File: config.mk
export PLATFORM = sky130hd
export DESIGN_NAME = power_mode_sequencer
export DESIGN_NICKNAME = d
export VERILOG_FILES = /design/src/rtl/pwr_seq_pkg.sv /design/src/rtl/power_mode_sequencer.sv /design/src/rtl/wake_sync.sv
export SDC_FILE = /design/constraint.sdc
export NUM_CORES = 1
export LEC_CHECK = 0
export ABC_AREA = 1
export BUFFER_PORTS_ARGS = -buffer_cell sky130_fd_sc_hd__buf_2
export CORE_MARGIN = 10
export CORE_UTILIZATION = 25
export CTS_CLUSTER_SIZE = 30
export DETAILED_ROUTE_END_ITERATION = 8
export GPL_ROUTABILITY_DRIVEN = 1
export PLACE_DENSITY_LB_ADDON = 0.12
export REMOVE_ABC_BUFFERS = 1
export SETUP_SLACK_MARGIN = 0.15
export SYNTH_ARGS = -nofsm -noshare
export SYNTH_HDL_FRONTEND = slang
export SYNTH_SLANG_ARGS = --single-unit
export TNS_END_PERCENT = 10
File: constraint.sdc
create_clock -name core_clk -period 2.2 [get_ports core_clk]
set_input_delay 0 -clock core_clk [delete_from_list [all_inputs] [get_ports core_clk]]
set_output_delay 0 -clock core_clk [all_outputs]
set_load 0.1 [all_outputs]
File: src/rtl/pwr_seq_pkg.sv
// Constants, types and register map of the power-mode sequencer.
// Assumes one 10 MHz core clock and an Avalon-MM master on the register bus.
// Behaviour
// - Exactly three power modes: active, standby and sleep; sleep saves most.
// - Power-on or reboot on valid supply rising, and on a module reset.
// - Sleep wakes on digital or analog sensor event, NFC field, or USB supply.
// - Standby additionally wakes on real time counter and radio events.
// - Standby powers down logic but keeps RAM and configuration; no reboot.
// - Retained logic runs from the 32 kHz crystal clock during standby.
// - Sleep stops all functions until an external event arrives.
// - Waking from sleep always reboots; only retained RAM keeps contents.
// - Sleep wake sources: digital pin, low-power comparator, NFC field, USB supply.
// - Optionally latch GPIO inputs on sleep entry; any change wakes.
// - No power-off pin; any GPIO may be chosen to enter or leave sleep.
// - Brown-out of the main supply shuts down without saving settings.
// - Temperature out of range shuts down, only when enabled; off by default.
// - Low on the external reset input resets at once, no save; idles high.
// - Software power-off saves settings, detaches from network, then resets.
// - Linear regulator under light load, buck converter under heavy load; the code selects buck under heavy load in active mode only.
package pwr_seq_pkg;

    localparam int ADDR_W = 5;
    localparam int GPIO_W = 8;
    localparam int CLK_NS = 100;
    localparam int REBOOT_NS = 1000;
    localparam int REBOOT_CYC = (REBOOT_NS + CLK_NS - 1) / CLK_NS;
    localparam int CNT_W = 8;

    // Register byte offsets
    localparam logic [ADDR_W-1:0] OFF_CTRL = 5'h00;
    localparam logic [ADDR_W-1:0] OFF_WAKE_EN = 5'h04;
    localparam logic [ADDR_W-1:0] OFF_STATUS = 5'h08;
    localparam logic [ADDR_W-1:0] OFF_CAUSE = 5'h0C;
    localparam logic [ADDR_W-1:0] OFF_LATCH = 5'h10;
    localparam logic [ADDR_W-1:0] OFF_CMD = 5'h14;

    // Control fields
    localparam int CTRL_TEMP_EN = 0;
    localparam int CTRL_LATCH_EN = 1;
    localparam int CTRL_GPIO_CTL_EN = 2;
    localparam int CTRL_SEL_LSB = 4;
    localparam int CTRL_SEL_MSB = 6;
    localparam logic [7:0] CTRL_RESET = 8'h00;

    // Wake enable fields
    localparam int WK_DIG = 0;
    localparam int WK_COMP = 1;
    localparam int WK_NFC = 2;
    localparam int WK_VBUS = 3;
    localparam int WK_RTC = 4;
    localparam int WK_RADIO = 5;
    localparam int WK_GPIO = 6;
    localparam logic [7:0] WAKE_EN_RESET = 8'h00;

    // Cause fields, write one to clear
    localparam int CA_BROWNOUT = 0;
    localparam int CA_HW_RESET = 1;
    localparam int CA_TEMP = 2;
    localparam int CA_SW_OFF = 3;
    localparam int CA_SLEEP_WAKE = 4;
    localparam logic [7:0] CAUSE_RESET = 8'h00;

    // Command fields, self-clearing
    localparam int CMD_STANDBY = 0;
    localparam int CMD_SLEEP = 1;
    localparam int CMD_POWER_OFF = 2;

    localparam int STATUS_BUCK = 8;

    typedef enum logic [5:0] {
        ST_ACTIVE = 6'b00_0001,
        ST_STANDBY = 6'b00_0010,
        ST_SLEEP = 6'b00_0100,
        ST_SAVE = 6'b00_1000,
        ST_DETACH = 6'b01_0000,
        ST_REBOOT = 6'b10_0000
    } state_e;

    typedef struct packed {
        logic [GPIO_W-1:0] gpio;
        logic reset_n;
        logic supply_ok;
        logic temp_bad;
        logic heavy_load;
        logic dig_event;
        logic comp_event;
        logic nfc_field;
        logic vbus_present;
        logic rtc_event;
        logic radio_event;
    } pin_s;

    // Reset and supply pins idle high so a reset does not look like a fault
    localparam pin_s PIN_INIT = '{gpio: '0, reset_n: 1'b1, supply_ok: 1'b1, default: 1'b0};

    typedef struct packed {
        logic [2:0] mode;
        logic sys_rst_n;
        logic lf_clk_sel;
        logic logic_off;
        logic ram_retain;
        logic buck_sel;
        logic gpio_hold;
        logic nvm_save_req;
        logic net_detach_req;
    } pwr_out_s;

    localparam int MODE_ACTIVE = 0;
    localparam int MODE_STANDBY = 1;
    localparam int MODE_SLEEP = 2;

endpackage

File: src/rtl/power_mode_sequencer.sv
// Power-mode and reset sequencer with an Avalon-MM register slave.
// Assumes pins arrive asynchronously; save and detach acks come from core_clk logic.
`timescale 1ns/1ns
`default_nettype none
module power_mode_sequencer (
    input wire logic core_clk, // 10 MHz core clock
    input wire logic rstn, // Synchronous reset, active low
    input wire logic ce, // Clock enable, freezes all state when low
    input wire logic [pwr_seq_pkg::ADDR_W-1:0] address, // Byte address
    input wire logic read, // Avalon read
    input wire logic write, // Avalon write
    input wire logic [31:0] writedata, // Avalon write data
    output logic [31:0] readdata, // Avalon read data
    output logic waitrequest, // Avalon wait request
    input wire pwr_seq_pkg::pin_s pins_async, // Pins and wake sources
    input wire logic save_done, // Settings stored in non-volatile memory
    input wire logic detach_done, // Network detach finished
    output var pwr_seq_pkg::pwr_out_s pwr_out // Power controls and mode
);
    import pwr_seq_pkg::*;

    pin_s pins;
    state_e state_reg;
    state_e state_next;
    logic [CNT_W-1:0] cnt_reg;
    logic [7:0] ctrl_reg;
    logic [7:0] wake_en_reg;
    logic [7:0] cause_reg;
    logic [7:0] cause_set;
    logic [GPIO_W-1:0] latch_reg;
    logic [31:0] rd_mux;
    logic wr_en;
    logic cmd_standby;
    logic cmd_sleep;
    logic cmd_off;
    logic fault_bo;
    logic fault_hw;
    logic fault_temp;
    logic fault_any;
    logic sel_pin;
    logic gpio_change;
    logic wake_sleep;
    logic wake_standby;
    logic go_sleep;
    logic reboot_over;

    wake_sync #(
        .W($bits(pin_s)),
        .INIT(PIN_INIT)
    ) u_sync (
        .core_clk(core_clk),
        .rstn(rstn),
        .ce(ce),
        .d(pins_async),
        .q(pins)
    );

    // Bus: one wait cycle, then the access completes
    always_ff @(posedge core_clk)
    begin
        if (!rstn)
            waitrequest <= 1'b1;
        else if (ce)
        begin
            if ((read || write) && !waitrequest)
                waitrequest <= 1'b1;
            else if (read || write)
                waitrequest <= 1'b0;
        end
    end

    always_comb
    begin
        rd_mux = 32'h0000_0000;
        case (address)
            OFF_CTRL: rd_mux[7:0] = ctrl_reg;
            OFF_WAKE_EN: rd_mux[7:0] = wake_en_reg;
            OFF_STATUS:
            begin
                rd_mux[5:0] = state_reg;
                rd_mux[STATUS_BUCK] = pwr_out.buck_sel;
            end
            OFF_CAUSE: rd_mux[7:0] = cause_reg;
            OFF_LATCH: rd_mux[GPIO_W-1:0] = latch_reg;
            default: rd_mux = 32'h0000_0000;
        endcase
    end

    always_ff @(posedge core_clk)
    begin
        if (!rstn)
            readdata <= 32'h0000_0000;
        else if (ce && read && waitrequest)
            readdata <= rd_mux;
    end

    assign wr_en = ce && write && !waitrequest;
    assign cmd_standby = wr_en && address == OFF_CMD && writedata[CMD_STANDBY];
    assign cmd_sleep = wr_en && address == OFF_CMD && writedata[CMD_SLEEP];
    assign cmd_off = wr_en && address == OFF_CMD && writedata[CMD_POWER_OFF];

    assign fault_bo = !pins.supply_ok;
    assign fault_hw = !pins.reset_n;
    assign fault_temp = ctrl_reg[CTRL_TEMP_EN] && pins.temp_bad;
    assign fault_any = fault_bo || fault_hw || fault_temp;

    assign sel_pin = pins.gpio[ctrl_reg[CTRL_SEL_MSB:CTRL_SEL_LSB]];
    assign gpio_change = ctrl_reg[CTRL_LATCH_EN] && wake_en_reg[WK_GPIO]
        && (pins.gpio != latch_reg);
    assign wake_sleep = (wake_en_reg[WK_DIG] && pins.dig_event)
        || (wake_en_reg[WK_COMP] && pins.comp_event)
        || (wake_en_reg[WK_NFC] && pins.nfc_field)
        || (wake_en_reg[WK_VBUS] && pins.vbus_present)
        || gpio_change
        || (ctrl_reg[CTRL_GPIO_CTL_EN] && sel_pin);
    assign wake_standby = wake_sleep
        || (wake_en_reg[WK_RTC] && pins.rtc_event)
        || (wake_en_reg[WK_RADIO] && pins.radio_event);
    assign go_sleep = cmd_sleep || (ctrl_reg[CTRL_GPIO_CTL_EN] && !sel_pin);
    assign reboot_over = cnt_reg >= CNT_W'(REBOOT_CYC - 1);

    always_comb
    begin
        state_next = state_reg;
        if (fault_any)
            state_next = ST_REBOOT;
        else
        begin
            case (state_reg)
                ST_ACTIVE:
                begin
                    if (cmd_off)
                        state_next = ST_SAVE;
                    else if (go_sleep)
                        state_next = ST_SLEEP;
                    else if (cmd_standby)
                        state_next = ST_STANDBY;
                end
                ST_STANDBY:
                    if (wake_standby)
                        state_next = ST_ACTIVE;
                // only an event leaves, via reboot
                ST_SLEEP:
                    if (wake_sleep)
                        state_next = ST_REBOOT;
                ST_SAVE:
                    if (save_done)
                        state_next = ST_DETACH;
                ST_DETACH:
                    if (detach_done)
                        state_next = ST_REBOOT;
                // reboot ends after REBOOT_CYC cycles with supply and pin good
                ST_REBOOT:
                    if (reboot_over)
                        state_next = ST_ACTIVE;
                default: state_next = ST_REBOOT;
            endcase
        end
    end

    always_ff @(posedge core_clk)
    begin
        if (!rstn)
            state_reg <= ST_ACTIVE;
        else if (ce)
            state_reg <= state_next;
    end

    // Counter restarts while a fault holds the reboot
    always_ff @(posedge core_clk)
    begin
        if (!rstn)
            cnt_reg <= '0;
        else if (ce)
        begin
            if (state_reg != ST_REBOOT || fault_any)
                cnt_reg <= '0;
            else if (!reboot_over)
                cnt_reg <= cnt_reg + CNT_W'(1);
        end
    end

    always_ff @(posedge core_clk)
    begin
        if (!rstn)
        begin
            ctrl_reg <= CTRL_RESET;
            wake_en_reg <= WAKE_EN_RESET;
        end
        else if (ce)
        begin
            if (state_reg == ST_REBOOT)
            begin
                ctrl_reg <= CTRL_RESET;
                wake_en_reg <= WAKE_EN_RESET;
            end
            else if (wr_en && address == OFF_CTRL)
                ctrl_reg <= writedata[7:0];
            else if (wr_en && address == OFF_WAKE_EN)
                wake_en_reg <= writedata[7:0];
        end
    end

    // Cause survives internal reboots so software can read why
    always_comb
    begin
        cause_set = 8'h00;
        cause_set[CA_BROWNOUT] = fault_bo;
        cause_set[CA_HW_RESET] = fault_hw;
        cause_set[CA_TEMP] = fault_temp;
        cause_set[CA_SW_OFF] = state_reg == ST_DETACH && detach_done;
        cause_set[CA_SLEEP_WAKE] = state_reg == ST_SLEEP && wake_sleep;
    end

    // Set wins over a write-one clear
    always_ff @(posedge core_clk)
    begin
        if (!rstn)
            cause_reg <= CAUSE_RESET;
        else if (ce)
        begin
            if (wr_en && address == OFF_CAUSE)
                cause_reg <= (cause_reg & ~writedata[7:0]) | cause_set;
            else
                cause_reg <= cause_reg | cause_set;
        end
    end

    always_ff @(posedge core_clk)
    begin
        if (!rstn)
            latch_reg <= '0;
        else if (ce && state_reg != ST_SLEEP && state_next == ST_SLEEP)
            latch_reg <= pins.gpio;
    end

    always_ff @(posedge core_clk)
    begin
        if (!rstn)
        begin
            pwr_out <= '0;
            pwr_out.mode[MODE_ACTIVE] <= 1'b1;
            pwr_out.sys_rst_n <= 1'b1;
        end
        else if (ce)
        begin
            pwr_out.mode[MODE_ACTIVE] <= state_next != ST_STANDBY && state_next != ST_SLEEP;
            pwr_out.mode[MODE_STANDBY] <= state_next == ST_STANDBY;
            pwr_out.mode[MODE_SLEEP] <= state_next == ST_SLEEP;
            pwr_out.sys_rst_n <= state_next != ST_REBOOT;
            pwr_out.lf_clk_sel <= state_next == ST_STANDBY;
            // logic off in both saving modes
            pwr_out.logic_off <= state_next == ST_STANDBY || state_next == ST_SLEEP;
            pwr_out.ram_retain <= state_next == ST_STANDBY || state_next == ST_SLEEP;
            // buck only when active and heavily loaded
            pwr_out.buck_sel <= state_next == ST_ACTIVE && pins.heavy_load;
            pwr_out.gpio_hold <= state_next == ST_SLEEP && ctrl_reg[CTRL_LATCH_EN];
            pwr_out.nvm_save_req <= state_next == ST_SAVE;
            pwr_out.net_detach_req <= state_next == ST_DETACH;
        end
    end
endmodule // power_mode_sequencer
`default_nettype wire

File: src/rtl/wake_sync.sv
// Two-flop synchroniser for a vector of asynchronous inputs.
// Assumes inputs change slowly against the clock; bits are not coherent.
`timescale 1ns/1ns
`default_nettype none
module wake_sync #(
    parameter int W = 8,
    parameter logic [W-1:0] INIT = '0
) (
    input wire logic core_clk, // Core clock
    input wire logic rstn, // Synchronous reset, active low
    input wire logic ce, // Clock enable
    input wire logic [W-1:0] d, // Asynchronous inputs
    output logic [W-1:0] q // Synchronised outputs
);
    logic [W-1:0] meta_reg;

    always_ff @(posedge core_clk)
    begin
        if (!rstn)
        begin
            meta_reg <= INIT;
            q <= INIT;
        end
        else if (ce)
        begin
            meta_reg <= d;
            q <= meta_reg;
        end
    end
endmodule // wake_sync
`default_nettype wire

# --- After elaboration in Yosys (flattened, before gate mapping) ---
# Cells that the tools add are included.
classes:
  addsub: 1
  n_lt_le_gt_ge: 2
  eq_ne: 24
  mux: 25
  n_bitwise: 4
  reduce_logical: 55
ops:
  columns: ["cell", "n"]
  rows:
  - ["$mux W8", 8]
  - ["$mux W6", 9]
  - ["$pmux W6 S6", 1]
  - ["$logic_and A1 B1 Y1", 30]
  - ["$pmux W6 S5", 1]
  - ["$or A8 B5 Y8", 2]
  - ["$logic_or A1 B1 Y1", 13]
  - ["$eq A6 B1 Y1 const B", 2]
  - ["$eq A6 B2 Y1 const B", 2]
  - ["$eq A6 B3 Y1 const B", 2]
  - ["$eq A6 B4 Y1 const B", 2]
  - ["$eq A6 B5 Y1 const B", 2]
  - ["$ne A6 B3 Y1 const B", 2]
  - ["$ne A6 B6 Y1 const B", 2]
  - ["$eq A5 B4 Y1 const B", 2]
  - ["$eq A5 B5 Y1 const B", 2]
  - ["$add A8 B1 Y8 const B", 1]
  - ["$and A8 B8 Y8", 1]
  - ["$ge A8 B4 Y1 const B", 1]
  - ["$ne A8 B8 Y1", 1]
  - ["$not A8 Y8", 1]
  - ["$pmux W2 S4", 1]
  - ["$eq A6 B6 Y1 const B", 1]
  - ["$ne A6 B2 Y1 const B", 1]
  - ["11 further kinds", 21]
totals:
  register_bits: 102
  inputBits: 62
  output_inout_bits: 44
  elab_cells: 129

# --- Longest topological paths before layout ---
# Gate-level depths: netlist of run 1.
logic_depth:
  depth_word: 13
  mapped_depth: 15
  ltp_nobuf: 15

# --- Cells and area by module ---
# From an unflattened synthesis of run 1, not the netlist that was laid out.
hier_totals:
  cells_unflattened: 739
  area_unflattened_um2: 4929.7
by_module_without_submodules:
  columns: ["mod", "instances", "cells_per_inst", "area_each_um2", "seq_area_each_um2"]
  rows:
  - ["power_mode_sequencer", 1, 518, 3469.6, 1301.2]
  - ["wake_sync", 1, 221, 1460.2, 720.7]

# --- Worst setup path before layout of run 1 ---
# Ideal clock, no wire load.
synth_timing:
  path_kind: "register to register"
  from: "register waitrequest"
  to: "register pwr_out[10] in the netlist's numbering"
  setup_ns: 0.132
  t_arrival_ns: 2.072
  slack_ns: -0.004
  stages_incl_launch_ff: 13
  path_buffers: 1
  period_less_slack_ns: 2.204
  cell_sequence: "dfxtp_1 inv_1 nand3_2 nor2_1 nand2_1 nor2_1 a21oi_1 nand2_1 nand2_2 a21oi_4 buf_4 nand2_1 a21oi_1"
synth_between:
  elab_chain_cells: 10
synth_lines:
  columns: ["element", "line_no", "source"]
  rows:
  - ["from (decl)", "power_mode_sequencer.sv:14", "output logic waitrequest,"]
  - ["from (signal assigned)", "power_mode_sequencer.sv:62", "waitrequest <= 1'b1;"]
  - ["from (signal assigned)", "power_mode_sequencer.sv:66", "waitrequest <= 1'b1;"]
  - ["from (signal assigned)", "power_mode_sequencer.sv:68", "waitrequest <= 1'b0;"]
  - ["$logic_not A1 Y1 *", "power_mode_sequencer.sv:97", "assign wr_en = ce && write && !waitrequest;"]
  - ["$logic_and A1 B1 Y1 *", "power_mode_sequencer.sv:97", null]
  - ["$logic_and A1 B1 Y1 *", "power_mode_sequencer.sv:98, power_mode_sequencer.sv:99, power_mode_sequencer.sv:100", null]
  - ["$logic_and A1 B1 Y1 (on tied branches)", "power_mode_sequencer.sv:98, power_mode_sequencer.sv:99", null]
  - ["$mux W6 or $logic_or A1 B1 Y1 (tied branches)", "power_mode_sequencer.sv:136, power_mode_sequencer.sv:119", null]
  - ["$mux W6", "power_mode_sequencer.sv:134", "else if (go_sleep)"]
  - ["$mux W6 *", "power_mode_sequencer.sv:132", "if (cmd_off)"]
  - ["$pmux W6 S6 *", "power_mode_sequencer.sv:129", "case (state_reg)"]
  - ["$mux W6 *", "power_mode_sequencer.sv:125", "if (fault_any)"]
  - ["$eq A6 B3 Y1 *", "power_mode_sequencer.sv:249", "pwr_out.mode[MODE_SLEEP] <= state_next == ST_SLEEP;"]
  - ["to (decl)", "power_mode_sequencer.sv:18", "output var pwr_seq_pkg::pwr_out_s pwr_out"]
# Mark *: on every way between the ends. The rest lies on a longest branch, timed or not.
# A chain may end at the register's enable or synchronous reset.

# --- Final worst setup path of run 1 ---
layout_timing:
  from: "register state_reg[5]"
  to: "register pwr_out[2] in the netlist's numbering"
layout_between:
  elab_chain_cells: 7
layout_lines:
  columns: ["element", "line_no", "source"]
  rows:
  - ["from (decl)", "power_mode_sequencer.sv:23", "state_e state_reg;"]
  - ["from (signal assigned)", "power_mode_sequencer.sv:166", "state_reg <= state_next;"]
  - ["$mux W6", "power_mode_sequencer.sv:136", "else if (cmd_standby)"]
  - ["$mux W6", "power_mode_sequencer.sv:134", null]
  - ["$mux W6", "power_mode_sequencer.sv:132", null]
  - ["$pmux W6 S6 *", "power_mode_sequencer.sv:129", null]
  - ["$mux W6 *", "power_mode_sequencer.sv:125", null]
  - ["$eq A6 B3 Y1 *", "power_mode_sequencer.sv:257", "pwr_out.gpio_hold <= state_next == ST_SLEEP && ctrl_reg[CTRL_LATCH_EN];"]
  - ["$logic_and A1 B1 Y1 *", "power_mode_sequencer.sv:257", null]
# Marks and branches as above.

==> results of run 1 <==
-- per-stage QoR --
step / power, mW / area, sq um / TNS, ns / hold WS (ns) / setup WS [ns]
4_1_cts: 4.15 / 5570 / 0 / 0.0335 / 0.170
5_1_grt: 4.29 / 5600 / 0 / 0.0547 / 0.117
3_5_place_dp: 2.65 / 5100 / 0 / 0.223 / 0.189
3_3_place_gp: 2.65 / 5100 / 0 / 0.218 / 0.234
6_report: 4.09 / 5600 / 0 / 0.0395 / 0.346
2_1_floorplan: 2.46 / 4430 / -1.44 / 0.0841 / -0.242
-- worst min-delay path by stage --
stage,startpoint,to,slack [ns],depth (start not counted)
4_1_cts,read,waitrequest,0.03,3
3_3_place_gp,pins_async[8],u_sync.meta_reg[8],0.22,3
6_report,detach_done,pwr_out[0],0.04,4
2_1_floorplan,rstn,u_sync.meta_reg[8],0.08,1
3_5_place_dp,pins_async[8],u_sync.meta_reg[8],0.22,3
5_1_grt,read,waitrequest,0.05,3
-- layout by cell type (no fill, tap or decap), types with 16 or more instances in the layout --
cell type / synthesis / final
nand2_1: 114 / 114
inv_1: 62 / 61
a21oi_1: 56 / 55
o21ai_0: 68 / 68
nand3_1: 34 / 34
dfxtp_1: 101 / 100
buf_4: 27 / 16
nor2_1: 99 / 99
conb_1: 1 / 23
dlygate4sd3_1: 0 / 21
buf_2: 1 / 58
-- final cells by class --
type	count	area, sq um
inverters	72	270
multi-input cells	452	2140
repair buffers	95	621
well taps	229	287
clock inverters	2	10.0
flip-flops and latches	101	2020
fillers	2014	12500
clock buffers	13	250
-- power breakdown --
part | internal, mW | switching [mW] | total (mW)
Sequential | 1.90 | 0.0493 | 1.95
Combinational | 0.159 | 0.522 | 0.681
Clock | 0.790 | 0.661 | 1.45
Total | 2.85 | 1.23 | 4.09
-- kinds of logic after synthesis --
kind of cell	count (synthesis)	synth area share [%]
adder cells (fa/ha/maj)	3	0.809
other	1	0.0808
XOR/XNOR	3	0.566
AO/OA/AOI/OAI	152	18.4
flip-flops	101	43.6
AND/OR/NAND/NOR	271	24.5
buffers and inverters	123	12.2
-- repair_timing --
| item | CTS | global route |
|---|---|---|
| resized for setup | 0 | 2 |
| endpoints found under the hold margin | 21 | 0 |
| hold buffers | 21 | 0 |
| buffers inserted | 0 | 3 |
| setup endpoints to repair | 0 | 19 |
-- critical path, cell delays in order, from the launching register on --
cell and delay, ns:
dfxtp_1 0.38, nor2_2 0.20, nand4_1 0.19, a21oi_1 0.24
nand2_2 0.10, a21oi_4 0.22, buf_4 0.20, nand3_1 0.09
a21oi_1 0.15
-- layer usage --
| metal | GRT usage, % | wire length [um] |
|---|---|---|
| met5 | 0 | 0 |
| met4 | 4.90 | 268 |
| met3 | 2.28 | 709 |
| met2 | 19.3 | 6590 |
| met1 | 15.1 | 6780 |
==> flow_metrics.tcl, run 1 <==
set metrics [dict create \
    finalMaxSlewViolations 0 \
    drive_above_1_share_pct 15.0 \
    yosys.area.top_type_share_pct 43.6 \
    critPathCapture "pwr_out[2]" \
    leakage_nw 2.41 \
    synthFlopType "dfxtp_1" \
    synthArstFlopShare_pct 0 \
    first_pass_iters 4 \
    cts_root_buf "clkbuf_16" \
    ant_nets 0 \
    fmax_mhz 539 \
    fin_worst_skew_ns 0.00691 \
    placed_cells 925 \
    rows 49 \
    startpoint "state_reg[5]" \
    yosysMostFrequentCell "nand2_1" \
    drt_iter0_markers 196 \
    ys_seq_elements 101 \
    io_pins 106 \
    insertion_delay_ns 0.35 \
    grt_pass1_wl_um 22900 \
    rr_endpoint "pwr_out[2]" \
    p_per_area_nw_per_um2 729 \
    rr_startpoint "state_reg[5]" \
    netlist_instances 654 \
    wirelength_um 14400 \
    grt_max_degree 58 \
    die_h_um 156 \
    max-vdd-ir-drop_uv 327 \
    core-area_sq_um 18100 \
    hold_violations 0 \
    cp_max_fo 7 \
    cts_sinks 101 \
    antenna_cells 0 \
    synth_edf_count 0 \
    num_vias 4380 \
    path_clk_slew_ns 0.07 \
    min_path_type "in -> reg" \
    die_area_sq_um 24400 \
    worst_pin_slew_ns 0.614 \
    grt_pass1_vias 4265 \
    rsz0062_at_grt "true" \
    finalCritPeriodShare_pct 84.3 \
    rrSetupSlack_ns 0.35 \
    clock_path_buffers 2 \
    wl_per_cell_um 14.9 \
    finalNetCount 796 \
    period_minus_slack_ns 1.85 \
    start_kind "flip-flop" \
    post-route-drc-count 0 \
    initial_core_util_pct 25.7 \
    maxCapViolCount 0 \
    htreeDepth 3 \
    gp_congestion 0.813 \
    synth_area_sq_um 4640 \
    setup-violations-final 0 \
    final_util_pct 31.0 \
    cts_tree "yes" \
    area_delta_synth_final_pct 20.7 \
    status "finished clean" \
    vias_per_cell 4.54 \
    critPathKind "reg -> reg" \
    ys.warnings.count 0 \
    dp_hpwl_um 10500 \
    yosysUniqueCellTypes 36 \
    grt_antenna_before_repair 0 \
    grtUsageTotal_pct 11.9 \
    synth-seq-area-share_pct 43.6 \
    cts_made_buffers 9 \
    die_w_um 156 \
    grt.overflow.total 0 \
    reg2reg_depth 8 \
    synth.largest_area_cell "dfxtp_1" \
    synth.top_cells.by_count "nand2_1, dfxtp_1, nor2_1" \
    critPathRequiredTime_ns 2.48 \
    crit_arrival_ns 2.13 \
    end_kind "flip-flop" \
    maxSlewHeadroom_pct 59.0 \
    syn_area_per_cell_sq_um 7.10 \
    port_buffers 58 \
    layoutNonFillerInstCount 964 \
    yosys-top-cells-area "dfxtp_1, nand2_1, nor2_1" \
]
Note: power is estimated with default switching activity, not from simulation.
==> run 2: changes to the inputs <==
==> constraint.sdc (replaced) <==
create_clock -name core_clk -period 1.6 [get_ports core_clk]
set_input_delay 0 -clock core_clk [delete_from_list [all_inputs] [get_ports core_clk]]
set_output_delay 0 -clock core_clk [all_outputs]
set_load 0.1 [all_outputs]
==> flow_metrics.tcl, run 2 (synthesized netlist as in run 1, its figures left out) <==
set metrics [dict create \
    rsz0062_at_grt "true" \
    path_clk_slew_ns 0.07 \
    finalMaxSlewViolations 0 \
    swShare_pct 29.9 \
    port_buffers 58 \
    cts_made_buffers 9 \
    critPathRequiredTime_ns 1.88 \
    period_minus_slack_ns 1.73 \
    rows 49 \
    max-vdd-ir-drop_uv 463 \
    critPathKind "reg -> reg" \
    insertion_delay_ns 0.35 \
    busiest_layer "met2" \
    cts_tree "yes" \
    finalCritPeriodShare_pct 108 \
    area_delta_synth_final_pct 37.7 \
    fin_worst_skew_ns 0.00575 \
    grt_pass1_wl_um 24500 \
    die_h_um 156 \
    final_common_cell "nand2_1" \
    io_pins 106 \
    crit_arrival_ns 2.01 \
    status "complete, but fails checks" \
    post-route-drc-count 0 \
    fin_ws_ns -0.133 \
    drt_iter0_markers 308 \
    placed_cells 990 \
    dp_slack_ns -0.230 \
    die_w_um 156 \
    rr_endpoint "latch_reg[1]" \
    setup_tns_ns -1.16 \
    final_util_pct 35.3 \
    reg2reg_depth 10 \
    rr_startpoint "u_sync.q[12]" \
    gp_congestion 0.836 \
    pwr-share-seq_pct 45.4 \
    grt_antenna_before_repair 0 \
    die_area_sq_um 24400 \
    leakage_nw 2.81 \
    core-area_sq_um 18100 \
    setup-violations-final 18 \
    cts_sinks 101 \
    hold_violations 0 \
    dp_hpwl_um 11200 \
    maxCapViolCount 0 \
    grt_util_met3_pct 2.71 \
    first_pass_iters 4 \
    holdWs_ns 0.0378 \
    drive_above_1_share_pct 29.1 \
    placed_cell_area_sq_um 5640 \
    vias_per_cell 4.42 \
    ant_nets 0 \
    post-route-cell-area_sq_um 6390 \
    p_clk_share_pct 36.1 \
    failed_checks "setup timing" \
    clock_path_buffers 2 \
    antenna_cells 0 \
    grtUsageMet2_pct 20.6 \
    grt.overflow.total 0 \
    p_per_area_nw_per_um2 926 \
    gr-usage-met1_pct 16.2 \
    wirelength_um 15200 \
    end_kind "flip-flop" \
    hold_path_end "state_reg[4]" \
    min_from "detach_done" \
    pwr-share-comb_pct 18.5 \
    grt_pass1_vias 4578 \
    cp_max_fo 7 \
    internal_power_mw 4.15 \
    grt_max_degree 67 \
    initial_core_util_pct 25.7 \
    layoutNonFillerInstCount 1033 \
    min_delay_path_depth 4 \
    fmax_mhz 577 \
    rrSetupSlack_ns -0.13 \
    min_path_type "in -> reg" \
    start_kind "flip-flop" \
    cts_root_buf "clkbuf_16" \
    grtUsageTotal_pct 12.7 \
    finalNetCount 865 \
    htreeDepth 3 \
    final_cell_mix "nand2_1, nor2_1, dfxtp_1" \
    totalPowerFinal_mw 5.91 \
    p_sw_mw 1.77 \
    num_vias 4565 \
    wl_per_cell_um 14.7 \
]
-- run 2: cell types whose count changed in the layout (fill, tap and decap cells not counted), moves of 6 or more --
cell,change
buf_4,+62
dfxtp_1,-9
dfxtp_2,+9
inv_2,+14
nand3_1,-7
nand2_1,-6
o21ai_1,+8
inv_1,-17
nand3_2,+6
o21ai_0,-9
-- run 2: final cells by class --
type | instances | area [sq um]
inverters | 72 | 278
flip-flops and latches | 101 | 2030
well taps | 229 | 287
repair buffers | 164 | 1200
clock buffers | 13 | 240
fillers | 1901 | 11700
clock inverters | 2 | 35.0
multi-input cells | 452 | 2320
-- run 2: critical path: stages, from the launching register on --
cell,delay (ns)
dfxtp_2,0.37
xnor2_1,0.13
nand2_1,0.07
nor2_1,0.12
nand2_1,0.08
nand2_2,0.07
nand4_1,0.13
a21oi_4,0.30
buf_6,0.18
nand3_2,0.06
a21oi_1,0.15
-- run 2: metal layers --
| metal | vias up | wire length, um |
|---|---|---|
| met5 | - | 0 |
| met4 | 0 | 223 |
| met3 | 12 | 626 |
| met2 | 71 | 7000 |
| met1 | 2093 | 7320 |
| li1 | 2389 | - |
-- run 2: worst max-delay path by stage --
| stage | from | endpoint | depth (start not counted) |
|---|---|---|---|
| floorplan | waitrequest | readdata[0] | 5 |
| global placement | ctrl_reg[4] | pwr_out[4] | 13 |
| detailed placement | cnt_reg[1] | cnt_reg[0] | 11 |
| CTS | waitrequest | latch_reg[7] | 12 |
| global route | u_sync.q[11] | latch_reg[1] | 12 |
| finish | u_sync.q[12] | latch_reg[1] | 10 |
-- run 2: timing repair --
action | in CTS | in global routing
resized for setup | 53 | 29
endpoints found under the hold margin | 21 | 0
hold buffers | 21 | 0
buffers inserted | 5 | 2
pin swaps | 23 | 21
setup endpoints to repair | 54 | 54
-- run 2: power groups by stage --
stage	logic (mW)	registers, mW	clock network (mW)
floorplan	0.529	2.85	0
global placement	1.01	2.73	0
detailed placement	1.01	2.73	0
CTS	1.09	2.68	2.22
global route	1.19	2.70	2.34
finish	1.09	2.68	2.14
==> run 3: changes to the inputs <==
--- a/config.mk
+++ b/config.mk
@@ -6,7 +6,7 @@
 export NUM_CORES = 1
 export LEC_CHECK = 0
 export ABC_AREA = 1
-export BUFFER_PORTS_ARGS = -buffer_cell sky130_fd_sc_hd__buf_2
+export BUFFER_PORTS_ARGS = -buffer_cell sky130_fd_sc_hd__buf_4
 export CORE_MARGIN = 10
 export CORE_UTILIZATION = 25
 export CTS_CLUSTER_SIZE = 30
==> flow_metrics.tcl, run 3 (synthesized netlist as in run 1, its figures left out) <==
set metrics [dict create \
    reg2reg_depth 12 \
    hold_violations 0 \
    cts_sinks 101 \
    first_pass_iters 4 \
    ant_nets 0 \
    hold_path_end "cause_reg[3]" \
    io_pins 106 \
    crit_buf_inv 4 \
    rsz0062_at_grt "true" \
    multi_input_area_sq_um 2440 \
    p_clk_share_pct 34.9 \
    vias_per_cell 4.53 \
    leakage_nw 2.89 \
    rows 49 \
    p_sw_mw 1.84 \
    die_h_um 156 \
    core-area_sq_um 18100 \
    cts_tree "yes" \
    final_common_cell "buf_4" \
    holdWs_ns 0.0181 \
    drt_iter0_markers 246 \
    critPathRequiredTime_ns 1.89 \
    critical_path.top_delay_family "simple AND/OR/NAND/NOR gates" \
    grt_pass1_wl_um 24800 \
    period_minus_slack_ns 1.73 \
    die_area_sq_um 24400 \
    initial_core_util_pct 25.7 \
    critPathSlowestCell "dfxtp_2" \
    post-route-drc-count 0 \
    pwr-share-seq_pct 45.4 \
    clock_path_buffers 2 \
    cp_max_fo 7 \
    finalNetCount 874 \
    regArea_sq_um 2050 \
    start_kind "flip-flop" \
    final_util_pct 37.3 \
    wl_per_cell_um 15.0 \
    area_delta_synth_final_pct 45.5 \
    setup-violations-final 16 \
    rr_endpoint "latch_reg[7]" \
    fin_worst_skew_ns 0.00891 \
    min_delay_path_depth 4 \
    cts_made_buffers 9 \
    fmax_mhz 578 \
    swShare_pct 31.0 \
    internal_power_mw 4.09 \
    drive_above_1_share_pct 34.4 \
    min_from "writedata[3]" \
    insertion_delay_ns 0.36 \
    rrSetupSlack_ns -0.13 \
    min_path_type "in -> reg" \
    max-vdd-ir-drop_uv 503 \
    num_vias 4718 \
    critPathKind "reg -> reg" \
    die_w_um 156 \
    final_cell_mix "buf_4, nand2_1, nor2_1" \
    antenna_cells 0 \
    grt_max_degree 58 \
    totalPowerFinal_mw 5.92 \
    worstPathCellList "inv_2 -> buf_4 -> nand2_1 -> nand3_1 -> nand3_2 -> nand3_1 -> nand4_1 -> a21oi_4 -> buf_12 -> buf_8 -> nand3_2 -> a21oi_2" \
    grt_antenna_before_repair 0 \
    end_kind "flip-flop" \
    finalCritPeriodShare_pct 108 \
    path_clk_slew_ns 0.07 \
    gp_congestion 0.900 \
    grtUsageTotal_pct 12.8 \
    failed_checks "setup timing" \
    fin_ws_ns -0.130 \
    cts_root_buf "clkbuf_16" \
    maxCapViolCount 0 \
    htreeDepth 3 \
    finalMaxSlewViolations 0 \
    rr_startpoint "u_sync.q[10]" \
    fill_cells 1910 \
    max_stage_delay_ns 0.34 \
    dp_hpwl_um 11500 \
    crit_arrival_ns 2.02 \
    grt_pass1_vias 4765 \
    status "complete, but fails checks" \
    grt.overflow.total 0 \
    pwr-share-comb_pct 19.8 \
    p_per_area_nw_per_um2 877 \
    port_buffers 58 \
    wirelength_um 15600 \
]
-- run 3: cell count changes in the layout (fill, tap and decap cells not counted), moves of 6 or more --
| cell | before | now |
|---|---|---|
| nand2_2 | 6 | 15 |
| buf_4 | 78 | 140 |
| dfxtp_2 | 10 | 20 |
| dfxtp_1 | 91 | 81 |
| a21oi_2 | 4 | 10 |
| a21oi_1 | 51 | 45 |
| nand3_1 | 27 | 20 |
| nand2_1 | 108 | 100 |
| buf_2 | 58 | 0 |
-- run 3: timing repair --
action / CTS / global route
gates resized for setup: 53 / 81
setup endpoints to repair: 54 / 59
setup buffers: 6 / 5
hold endpoints to repair: 23 / 0
pin swaps: 24 / 36
hold buffers: 22 / 0
-- run 3: through the flow --
step | setup TNS (ns) | setup WS, ns | instance area [sq um] | instances
finish | -1.37 | -0.130 | 6750 | 1042
global route | -4.27 | -0.240 | 6750 | 1042
CTS | -0.906 | -0.0966 | 6460 | 1037
detailed placement | -4.03 | -0.206 | 5790 | 994
global placement | -4.45 | -0.209 | 5790 | 994
floorplan | -20.62 | -0.842 | 4430 | 625
-- run 3: final cells by class --
class                           instances  share of cell area (%)
Timing Repair Buffer                  173                    21.1
Clock buffer                           12                    3.65
Multi-Input combinational cell        452                    36.1
Sequential cell                       101                    30.3
Inverter                               72                    4.23
Clock inverter                          3                   0.334
Tap cell                              229                    4.24
-- run 3: metal layers --
layer	global-route usage (%)	share of wire [%]	vias to the layer above
li1	-	-	2402
met1	16.2	45	2193
met2	20.7	47	105
met3	2.74	5.3	18
met4	5.12	2.0	0
met5	0	0	-
-- run 3: power by group through the flow --
stage,clock network [mW],registers (mW),logic (mW)
final,2.06,2.69,1.17
after floorplan,0,2.85,0.529
after CTS,2.13,2.68,1.12
after global routing,2.24,2.70,1.27
after global placement,0,2.73,1.05
after detailed placement,0,2.73,1.05
-- run 3: worst min-delay path: stages --
cell and delay (ns):
buf_4 0.08, inv_1 0.05, o21ai_1 0.13, a21oi_1 0.06
-- run 3: how the worst max path moves through the flow --
stage,startpoint,endpoint,slack (ns),cells after the start
final,u_sync.q[10],latch_reg[7],-0.13,12
after global routing,u_sync.q[15],latch_reg[1],-0.24,13
after CTS,waitrequest,pwr_out[2],-0.1,13
after detailed placement,u_sync.q[15],pwr_out[4],-0.21,13
after global placement,u_sync.q[10],latch_reg[4],-0.21,12
after floorplan,waitrequest,readdata[0],-0.84,5
